[src/rtl/vrl_pkg.sv]
package vrl_pkg;

  // ------------------------------------------------------------
  // Register map
  // ------------------------------------------------------------
  localparam logic [3:0] CTRL_OFFSET = 4'h0;
  localparam logic [3:0] MODE_OFFSET = 4'h4;
  localparam logic [3:0] STAT_OFFSET = 4'h8;

  // ------------------------------------------------------------
  // Field positions and reset values
  // ------------------------------------------------------------
  localparam int POWER_BIT = 7;
  localparam int PIN_BIT = 6;
  localparam int RANGE_BIT = 5;
  localparam int SOURCE_BIT = 4;
  localparam int LEVEL_MSB = 3;
  localparam logic [7:0] CTRL_RESET = 8'h00;
  localparam logic [2:0] MODE_RESET = 3'h7;
  localparam logic [2:0] MODE_MUX4 = 3'h6;
  localparam logic [31:0] UNMAPPED_DATA = 32'h00000000;

  // ------------------------------------------------------------
  // Types
  // ------------------------------------------------------------
  typedef struct packed {
    logic ladderPowerOn;
    logic refPinDrive;
    logic ladderRangeSel;
    logic ladderSourceSel;
    logic [3:0] ladderLevelCode;
  } vrl_ctrl_s;

  typedef enum logic [1:0] {
    BUS_IDLE = 2'b00,
    BUS_ACK = 2'b01
  } vrl_bus_e;

endpackage

[src/rtl/vrl_avalon_slave.sv]
`timescale 1ns/1ps
// Avalon-MM slave, one wait cycle per access
module vrl_avalon_slave (
  input wire logic clk,
  input wire logic sys_rst,
  input wire logic clkEn,
  input wire logic [3:0] address,
  input wire logic read,
  input wire logic write,
  output logic waitrequest,
  output logic accept,
  output logic isWrite
);

  vrl_pkg::vrl_bus_e state_r;

  // ------------------------------------------------------------
  // Handshake
  // ------------------------------------------------------------
  always_ff @(posedge clk or posedge sys_rst) begin
    if (sys_rst) begin
      state_r <= vrl_pkg::BUS_IDLE;
    end else if (clkEn) begin
      case (state_r)
        vrl_pkg::BUS_IDLE: begin
          if (read || write) begin
            state_r <= vrl_pkg::BUS_ACK;
          end
        end
        vrl_pkg::BUS_ACK: begin
          state_r <= vrl_pkg::BUS_IDLE;
        end
        default: begin
          state_r <= vrl_pkg::BUS_IDLE;
        end
      endcase
    end
  end

  // Wait lifted in the second cycle of a request
  assign accept = clkEn && (state_r == vrl_pkg::BUS_ACK) && (read || write);
  assign waitrequest = !accept;
  assign isWrite = write;

endmodule

[src/rtl/vrl_ladder_ctrl.sv]
`timescale 1ns/1ps
// How it works
// - bit 7 powers ladder on or off
// - bit 6 connects reference to pin
// - pin drive overrides port direction bit
// - bit 5 picks low or high range
// - bit 4 picks external or supply source
// - low four bits give level code
// - reset clears power, pin, range, level
// - wake from sleep keeps register intact
// - ladder works whatever comparator mode is
// - reference feeds comparators only in mode 110
module vrl_ladder_ctrl (
  input wire logic clk,
  input wire logic sys_rst,
  input wire logic clkEn,
  input wire logic [3:0] avs_address,
  input wire logic avs_read,
  input wire logic avs_write,
  input wire logic [31:0] avs_writedata,
  input wire logic [3:0] avs_byteenable,
  output logic [31:0] avs_readdata,
  output logic avs_waitrequest,
  input wire logic sleepWake,
  input wire logic portADirTwo,
  input wire logic portAOutTwo,
  output logic ladderPowerOn_r,
  output logic ladderRangeSel_r,
  output logic ladderSourceSel_r,
  output logic [3:0] ladderLevelCode_r,
  output logic refToComparators_r,
  output logic pinAnalogConnect_r,
  output logic pinOutEn_n_r,
  output logic pinOut_r
);

  vrl_pkg::vrl_ctrl_s ctrl_r;
  logic [2:0] modeCode_r;
  logic accept;
  logic isWrite;
  logic ctrlHit;
  logic modeHit;
  logic statHit;

  // ------------------------------------------------------------
  // Address decode
  // ------------------------------------------------------------
  // One compare, shared by the write strobes and the checks
  function automatic logic reg_hit(input logic [3:0] addr,
                                   input logic [3:0] offset);
    return addr == offset;
  endfunction

  // ------------------------------------------------------------
  // Bus slave
  // ------------------------------------------------------------
  vrl_avalon_slave u_slave (
    .clk(clk),
    .sys_rst(sys_rst),
    .clkEn(clkEn),
    .address(avs_address),
    .read(avs_read),
    .write(avs_write),
    .waitrequest(avs_waitrequest),
    .accept(accept),
    .isWrite(isWrite)
  );

  assign ctrlHit = reg_hit(avs_address, vrl_pkg::CTRL_OFFSET);
  assign modeHit = reg_hit(avs_address, vrl_pkg::MODE_OFFSET);
  assign statHit = reg_hit(avs_address, vrl_pkg::STAT_OFFSET);

  // ------------------------------------------------------------
  // Control register
  // ------------------------------------------------------------
  // Sleep wake is deliberately not an input to this register
  always_ff @(posedge clk or posedge sys_rst) begin
    if (sys_rst) begin
      ctrl_r <= vrl_pkg::CTRL_RESET;
    end else if (clkEn && accept && isWrite && ctrlHit
                 && avs_byteenable[0]) begin
      ctrl_r <= avs_writedata[7:0];
    end
  end

  // Comparator mode mirror, read back at the mode offset and used to route the reference
  always_ff @(posedge clk or posedge sys_rst) begin
    if (sys_rst) begin
      modeCode_r <= vrl_pkg::MODE_RESET;
    end else if (clkEn && accept && isWrite && modeHit
                 && avs_byteenable[0]) begin
      modeCode_r <= avs_writedata[2:0];
    end
  end

  // ------------------------------------------------------------
  // Read data
  // ------------------------------------------------------------
  // Loaded in the wait cycle, so it already stands at the accept edge
  // Status lags a mode write by a clock; a read right after sees old
  always_ff @(posedge clk or posedge sys_rst) begin
    if (sys_rst) begin
      avs_readdata <= vrl_pkg::UNMAPPED_DATA;
    end else if (clkEn && avs_read && avs_waitrequest) begin
      case (avs_address)
        vrl_pkg::CTRL_OFFSET: begin
          avs_readdata <= {24'h000000, ctrl_r};
        end
        vrl_pkg::MODE_OFFSET: begin
          avs_readdata <= {29'h0, modeCode_r};
        end
        vrl_pkg::STAT_OFFSET: begin
          avs_readdata <= {31'h0, refToComparators_r};
        end
        default: begin
          avs_readdata <= vrl_pkg::UNMAPPED_DATA;
        end
      endcase
    end
  end

  // ------------------------------------------------------------
  // Analog control outputs
  // ------------------------------------------------------------
  // Static copies; mode code never gates them
  always_ff @(posedge clk or posedge sys_rst) begin
    if (sys_rst) begin
      ladderPowerOn_r <= 1'b0;
      ladderRangeSel_r <= 1'b0;
      ladderSourceSel_r <= 1'b0;
      ladderLevelCode_r <= 4'h0;
    end else if (clkEn) begin
      ladderPowerOn_r <= ctrl_r.ladderPowerOn;
      ladderRangeSel_r <= ctrl_r.ladderRangeSel;
      ladderSourceSel_r <= ctrl_r.ladderSourceSel;
      ladderLevelCode_r <= ctrl_r.ladderLevelCode;
    end
  end

  always_ff @(posedge clk or posedge sys_rst) begin
    if (sys_rst) begin
      refToComparators_r <= 1'b0;
    end else if (clkEn) begin
      refToComparators_r <= modeCode_r == vrl_pkg::MODE_MUX4;
    end
  end

  vrl_pin_mux u_pin (
    .clk(clk),
    .sys_rst(sys_rst),
    .clkEn(clkEn),
    .refPinDrive(ctrl_r.refPinDrive),
    .portDirIn(portADirTwo),
    .portOut(portAOutTwo),
    .pinAnalogConnect_r(pinAnalogConnect_r),
    .pinOutEn_n_r(pinOutEn_n_r),
    .pinOut_r(pinOut_r)
  );

  // ------------------------------------------------------------
  // Checks
  // ------------------------------------------------------------
  chk_power_follows_bit: assert property (
    @(posedge clk) disable iff (sys_rst)
    clkEn |=> ladderPowerOn_r == $past(ctrl_r.ladderPowerOn))
    else $error("power output does not follow control bit");

  chk_write_lands: assert property (
    @(posedge clk) disable iff (sys_rst)
    (accept && isWrite && ctrlHit && avs_byteenable[0])
    |=> ctrl_r == $past(avs_writedata[7:0]))
    else $error("control write not stored");

  chk_level_code: assert property (
    @(posedge clk) disable iff (sys_rst)
    clkEn |=> ladderLevelCode_r == $past(ctrl_r.ladderLevelCode))
    else $error("level code output wrong");

  chk_range_source: assert property (
    @(posedge clk) disable iff (sys_rst)
    clkEn |=> ladderRangeSel_r == $past(ctrl_r.ladderRangeSel)
      && ladderSourceSel_r == $past(ctrl_r.ladderSourceSel))
    else $error("range or source output wrong");

  chk_sleep_keeps: assert property (
    @(posedge clk) disable iff (sys_rst)
    (sleepWake && !(accept && isWrite)) |=> $stable(ctrl_r))
    else $error("wake changed control register");

  chk_mode_route: assert property (
    @(posedge clk) disable iff (sys_rst)
    clkEn |=> refToComparators_r == ($past(modeCode_r) == 3'h6))
    else $error("reference routing wrong");

  chk_power_any_mode: assert property (
    @(posedge clk) disable iff (sys_rst)
    (clkEn && ctrl_r.ladderPowerOn && modeCode_r == 3'h7)
    |=> ladderPowerOn_r)
    else $error("power gated by comparator mode");

  chk_read_back: assert property (
    @(posedge clk) disable iff (sys_rst)
    (accept && !isWrite && ctrlHit)
    |-> avs_readdata == {24'h000000, ctrl_r})
    else $error("read back mismatch");

  chk_reset_clear: assert property (
    @(posedge clk) $fell(sys_rst) |-> ctrl_r == 8'h00)
    else $error("reset did not clear control");

  chk_reset_outputs: assert property (
    @(posedge clk) $fell(sys_rst)
    |-> !ladderPowerOn_r && !pinAnalogConnect_r
      && !ladderRangeSel_r && ladderLevelCode_r == 4'h0)
    else $error("reset did not clear ladder outputs");

  chk_route_reset: assert property (
    @(posedge clk) $fell(sys_rst)
    |-> !refToComparators_r && modeCode_r == vrl_pkg::MODE_RESET)
    else $error("reset left reference routed");

  chk_mode_write: assert property (
    @(posedge clk) disable iff (sys_rst)
    (accept && isWrite && modeHit && avs_byteenable[0])
    |=> modeCode_r == $past(avs_writedata[2:0]))
    else $error("mode write not stored");

  chk_lane_refused: assert property (
    @(posedge clk) disable iff (sys_rst)
    (accept && isWrite && !avs_byteenable[0])
    |=> $stable(ctrl_r) && $stable(modeCode_r))
    else $error("write with lane zero off changed a register");

  chk_write_only_ctrl: assert property (
    @(posedge clk) disable iff (sys_rst)
    (accept && isWrite && !ctrlHit) |=> $stable(ctrl_r))
    else $error("write elsewhere changed control");

  chk_unmapped_read: assert property (
    @(posedge clk) disable iff (sys_rst)
    (accept && !isWrite && !ctrlHit && !modeHit && !statHit)
    |-> avs_readdata == vrl_pkg::UNMAPPED_DATA)
    else $error("unmapped read not zero");

  chk_read_only_read: assert property (
    @(posedge clk) disable iff (sys_rst)
    (accept && isWrite) |=> $stable(avs_readdata))
    else $error("write disturbed read data");

  // ------------------------------------------------------------
  // Handshake and freeze checks
  // ------------------------------------------------------------
  chk_wait_idle: assert property (
    @(posedge clk) disable iff (sys_rst)
    !(avs_read || avs_write) |-> avs_waitrequest)
    else $error("wait lifted with no request");

  chk_wait_single: assert property (
    @(posedge clk) disable iff (sys_rst)
    !avs_waitrequest |=> avs_waitrequest)
    else $error("wait lifted for two cycles");

  chk_wait_frozen: assert property (
    @(posedge clk) disable iff (sys_rst)
    !clkEn |-> avs_waitrequest)
    else $error("bus answered while clock enable low");

  chk_state_frozen: assert property (
    @(posedge clk) disable iff (sys_rst)
    !clkEn |=> $stable(ctrl_r) && $stable(modeCode_r)
      && $stable(ladderPowerOn_r) && $stable(avs_readdata))
    else $error("state moved while clock enable low");

  // ------------------------------------------------------------
  // Pin checks
  // ------------------------------------------------------------
  chk_pin_connect: assert property (
    @(posedge clk) disable iff (sys_rst)
    clkEn |=> pinAnalogConnect_r == $past(ctrl_r.refPinDrive))
    else $error("pin connect does not follow control bit");

  chk_pin_enable: assert property (
    @(posedge clk) disable iff (sys_rst)
    (clkEn && !ctrl_r.refPinDrive)
    |=> pinOutEn_n_r == $past(portADirTwo))
    else $error("pin enable does not follow direction bit");

  chk_pin_out_copy: assert property (
    @(posedge clk) disable iff (sys_rst)
    clkEn |=> pinOut_r == $past(portAOutTwo))
    else $error("pin data does not follow port data");

  cov_write_ctrl: cover property (
    @(posedge clk) accept && isWrite && ctrlHit);
  cov_read_ctrl: cover property (
    @(posedge clk) accept && !isWrite && ctrlHit);
  cov_pin_drive: cover property (
    @(posedge clk) pinAnalogConnect_r && !portADirTwo);
  cov_mode_mux: cover property (
    @(posedge clk) refToComparators_r && ladderPowerOn_r);
  cov_wake_off: cover property (
    @(posedge clk) sleepWake && !ladderPowerOn_r);

endmodule

[src/rtl/vrl_pin_mux.sv]
`timescale 1ns/1ps
// Pin two of port A: reference drive beats the port direction bit
module vrl_pin_mux (
  input wire logic clk,
  input wire logic sys_rst,
  input wire logic clkEn,
  input wire logic refPinDrive,
  input wire logic portDirIn,
  input wire logic portOut,
  output logic pinAnalogConnect_r,
  output logic pinOutEn_n_r,
  output logic pinOut_r
);

  // ------------------------------------------------------------
  // Pin steering
  // ------------------------------------------------------------
  always_ff @(posedge clk or posedge sys_rst) begin
    if (sys_rst) begin
      pinAnalogConnect_r <= 1'b0;
      pinOutEn_n_r <= 1'b1;
      pinOut_r <= 1'b0;
    end else if (clkEn) begin
      pinAnalogConnect_r <= refPinDrive;
      // Digital driver released whenever reference owns the pin
      pinOutEn_n_r <= refPinDrive | portDirIn;
      pinOut_r <= portOut;
    end
  end

  chk_pin_override: assert property (
    @(posedge clk) disable iff (sys_rst)
    (clkEn && refPinDrive) |=> pinOutEn_n_r && pinAnalogConnect_r)
    else $error("pin drive did not override direction");

endmodule

[config.mk]
export PLATFORM = sky130hd
export DESIGN_NAME = vrl_ladder_ctrl
export DESIGN_NICKNAME = d
export VERILOG_FILES = /design/src/rtl/vrl_pkg.sv /design/src/rtl/vrl_avalon_slave.sv /design/src/rtl/vrl_ladder_ctrl.sv /design/src/rtl/vrl_pin_mux.sv
export SDC_FILE = /design/constraint.sdc
export NUM_CORES = 1
export LEC_CHECK = 0
export BUFFER_PORTS_ARGS = -buffer_cell sky130_fd_sc_hd__buf_2
export CAP_MARGIN = 20
export CORE_MARGIN = 2
export CORE_UTILIZATION = 45
export CTS_BUF_LIST = sky130_fd_sc_hd__clkbuf_4 sky130_fd_sc_hd__clkbuf_8 sky130_fd_sc_hd__clkbuf_16
export CTS_CLUSTER_DIAMETER = 80
export DETAILED_ROUTE_END_ITERATION = 7
export GPL_TIMING_DRIVEN = 0
export PLACE_DENSITY = 0.84
export SKIP_CTS_REPAIR_TIMING = 1
export SYNTH_ARGS = -nofsm -noshare
export SYNTH_HDL_FRONTEND = slang
export SYNTH_SLANG_ARGS = --single-unit
[constraint.sdc]
create_clock -name clk -period 2.6 [get_ports clk]
set_clock_uncertainty 0.05 [all_clocks]
set_input_delay 0.13 -clock clk [delete_from_list [all_inputs] [get_ports clk]]
set_output_delay 0.13 -clock clk [all_outputs]
set_load 0.05 [all_outputs]
==> impl_results.html <==
<table>
<tr><th>Metric</th><th>Value</th></tr>
<tr><th colspan="2">Run status</th></tr>
<tr><td>Result of the run</td><td>completed</td></tr>
<tr><th colspan="2">Synth</th></tr>
<tr><td>Flip-flop and latch count after synthesis</td><td>31</td></tr>
<tr><td>FFs w/ async S/R, synth</td><td>100%</td></tr>
<tr><td>Flip-flop cell with the highest count after synthesis</td><td>dfrtp_1</td></tr>
<tr><td>Number of enable-type register cells in the synthesized netlist</td><td>0</td></tr>
<tr><td>Gate Count Post-Synth</td><td>125</td></tr>
<tr><td>Cell area after synthesis</td><td>roughly 0.0015 mm2</td></tr>
<tr><td>Cell accounting for the most synthesized area</td><td>dfrtp_1</td></tr>
<tr><td>Number of unique standard cell types used by synthesis</td><td>26</td></tr>
<tr><td>Avg Synthesized Cell Area</td><td>11.9 um2</td></tr>
<tr><td>Sequential cell area fraction in the yosys report</td><td>52.7%</td></tr>
<tr><td>Commonest cells in the netlist</td><td>27 x dfrtp_1, 24 x buf_4, 20 x mux2_2</td></tr>
<tr><td>Yosys Warn Count</td><td>0</td></tr>
<tr><td>Most frequent cell after synthesis</td><td>dfrtp_1</td></tr>
<tr><td>Share of Yosys cell area claimed by the top area cell type</td><td>a little under half</td></tr>
<tr><td>Cells taking the most area after synthesis</td><td>dfrtp_1 46%, mux2_2 15%, buf_4 12%, dfstp_2 7.1%, o21ai_0 3.0%</td></tr>
<tr><th colspan="2">Setup path</th></tr>
<tr><td>Family with the most delay on the worst path</td><td>flip-flops</td></tr>
<tr><td>Data required time at the worst endpoint</td><td>2740 ps</td></tr>
<tr><td>CP Launch Type</td><td>flip-flop</td></tr>
<tr><td>Max stage delay on crit path</td><td>400 ps</td></tr>
<tr><td>Worst setup path class</td><td>flip-flop to flip-flop</td></tr>
<tr><td>Worst Path Max Fanout</td><td>8</td></tr>
<tr><td>Highest-delay cell along the critical path</td><td>dfrtp_1</td></tr>
<tr><td>Critical path arrival</td><td>around 1600 ps</td></tr>
<tr><td>Category of the worst setup path capture point</td><td>flip-flop</td></tr>
<tr><td>Count of buffer and inverter cells on the critical path</td><td>1</td></tr>
<tr><td>CP Cell Sequence</td><td>and4_1, and2_1, buf_6, mux2_1</td></tr>
<tr><th colspan="2">Timing</th></tr>
<tr><td>Final worst slack</td><td>1160 ps</td></tr>
<tr><td>Endpoints failing setup</td><td>0</td></tr>
<tr><td>Max Fclk</td><td>695 MHz</td></tr>
<tr><td>Final hold violation count</td><td>0</td></tr>
<tr><td>Fraction of the cycle the final worst path needs</td><td>55.4%</td></tr>
<tr><td>Slew of the pin with the lowest slew margin</td><td>565 ps</td></tr>
<tr><td>Post-Route Setup TNS</td><td>0 ps</td></tr>
<tr><td>Clock period minus final worst setup slack</td><td>roughly 1400 ps</td></tr>
<tr><td>RSZ-0062 raised after global routing</td><td>no</td></tr>
<tr><td>Worst slew margin</td><td>62.4%</td></tr>
<tr><td>Count of final max-slew check failures</td><td>0</td></tr>
<tr><th colspan="2">Job</th></tr>
<tr><td>Max Cap Violations</td><td>0</td></tr>
<tr><th colspan="2">Floorplan</th></tr>
<tr><td>IO Pins</td><td>about 90</td></tr>
<tr><td>Vertical die dimension</td><td>slightly above 60 um</td></tr>
<tr><td>Starting Density</td><td>47.7%</td></tr>
<tr><td>Die X</td><td>slightly above 60 um</td></tr>
<tr><td>CORE AREA</td><td>between 0.003 and 0.004 mm2</td></tr>
<tr><td>Site row count</td><td>20</td></tr>
<tr><td>Die outline area</td><td>between 0.003 and 0.004 mm2</td></tr>
<tr><th colspan="2">Finish</th></tr>
<tr><td>Final core utilization</td><td>63.6%</td></tr>
<tr><td>Layout cells sized above 1</td><td>48.5%</td></tr>
<tr><td>Area growth from synthesis to final layout</td><td>33.2%</td></tr>
<tr><td>Antenna cell count</td><td>0</td></tr>
<tr><td>Final #Nets</td><td>around 250</td></tr>
<tr><th colspan="2">Global routing</th></tr>
<tr><td>First-pass GRT wire length</td><td>4040 um</td></tr>
<tr><td>Total congestion overflow</td><td>0</td></tr>
<tr><td>GRT Total Usage</td><td>around 15%</td></tr>
<tr><td>Number of antenna violations at the first check in global routing</td><td>0</td></tr>
<tr><td>Via count of the first global-routing pass</td><td>917</td></tr>
<tr><td>Pin count of the biggest net entering global routing</td><td>22</td></tr>
<tr><th colspan="2">Power and ir drop</th></tr>
<tr><td>P per Cell Area</td><td>between 500 and 600 mW/mm2</td></tr>
<tr><td>Max VDD drop</td><td>about 0.38 mV</td></tr>
<tr><td>Leakage power total</td><td>approximately 0.0011 uW</td></tr>
<tr><th colspan="2">Drt</th></tr>
<tr><td>Drt wl/cell</td><td>11.6 um</td></tr>
<tr><td>Initial drt markers</td><td>16</td></tr>
<tr><td>Total wirelength of the detailed-routed design</td><td>2850 um</td></tr>
<tr><td>Vias after detailed routing</td><td>1,089</td></tr>
<tr><td>Antenna Nets Post-Route</td><td>0</td></tr>
<tr><td># DRC</td><td>0</td></tr>
<tr><td>Detailed-route vias per instance</td><td>4.43</td></tr>
<tr><td>First-pass detailed-route iteration total</td><td>4</td></tr>
<tr><th colspan="2">Placement</th></tr>
<tr><td>Dpl hpwl</td><td>2150 um</td></tr>
<tr><td>GPL Wtd Cong</td><td>roughly 0.66</td></tr>
<tr><td>Number of port buffers</td><td>37</td></tr>
<tr><td>Setup slack at placement</td><td>1070 ps</td></tr>
<tr><th colspan="2">Clock tree</th></tr>
<tr><td>Number of buffers inserted during clock tree synthesis</td><td>5</td></tr>
<tr><td>Maximum number of buffers from clock root to sink</td><td>2</td></tr>
<tr><td>Maximum level of the CTS H-tree</td><td>2</td></tr>
<tr><td>Worst-Skew Late Latency</td><td>310 ps</td></tr>
<tr><td>TritonCTS clock tree</td><td>built</td></tr>
<tr><td>CTS sink count</td><td>31</td></tr>
<tr><td>Root Driver</td><td>clkbuf_4</td></tr>
<tr><td>Clock input transition at the sequential cells of the worst setup and hold paths</td><td>approximately 90 ps</td></tr>
<tr><th colspan="2">Hold path</th></tr>
<tr><td>Path type of the worst min-delay path</td><td>input port to flip-flop</td></tr>
</table>
where the power goes:
group | switching (uW) | total, uW | internal (uW) | leakage, uW
registers | 29.8 | 559 | 529 | 0.000410
clock network | 148 | 274 | 126 | 0.0000361
logic | 217 | 322 | 105 | 0.000621
layer usage:
metal,wire (um),up-vias,track usage [%]
li1,-,529,-
met1,1220,500,19.2
met2,1340,58,24.6
met3,268,2,4.83
met4,10,0,6.38
met5,0,-,0
kinds of logic after synthesis:
logic type | share of synthesized area [%]
and+or+nand+nor | 9.54
AOI/OAI and AO/OA | 4.48
other | 0.253
muxes | 18.0
DFF | 52.7
buffers and inverters | 15.0
flip-flops by register name, summed over array words and instances (netlist names):
name                      count
u_pin.pinOut_r                1
ladderPowerOn_r               1
avs_readdata                  8
ladderRangeSel_r              1
ladderLevelCode_r             4
ctrl_r                        8
u_pin.pinAnalogConnect_r      1
u_slave.state_r               1
ladderSourceSel_r             1
u_pin.pinOutEn_n_r            1
refToComparators_r            1
modeCode_r                    3
final cells by class:
class,instances,area (um2)
buffer,29,215
inverter,2,7.51
tap,44,55.1
clock inverter,1,5.00
fill,271,1130
clock buffer,7,52.6
multi-input combinational,86,564
sequential,31,781
timing repair buffer,46,293
worst paths after layout:
path	start	end	slack [ps]	cells after the start
max reg2reg	u_slave.state_r[0]	ctrl_r[3]	1160	4
max in group asynchronous	sys_rst	modeCode_r[2]	1620	4
min in group asynchronous	sys_rst	ctrl_r[7]	330	3
min	avs_writedata[0]	ctrl_r[0]	20	2
max	u_slave.state_r[0]	ctrl_r[3]	1160	4
min reg2reg	avs_readdata[2]	avs_readdata[2]	430	2
metrics by stage:
stage          cells  instance area, um2  hold WS [ps]  total power (uW)
2_1_floorplan    148                1570           181               815
3_3_place_gp     229                1810           302               868
3_5_place_dp     230                1840           132               880
4_1_cts          238                1890          -216              1160
5_1_grt          246                1970          1.21              1220
6_report         246                1970          19.5              1160
layout by cell type (no fill, tap or decap), types with 3 or more instances in the layout:
master / n
conb_1: 24
nand2_1: 12
mux2_2: 20
dfrtp_1: 27
nor2_1: 4
dfstp_2: 4
buf_4: 24
clkbuf_4: 7
dlygate4sd3_1: 8
buf_2: 38
o21ai_0: 9
mux2i_1: 3
Note: power is estimated with default switching activity, not from simulation.
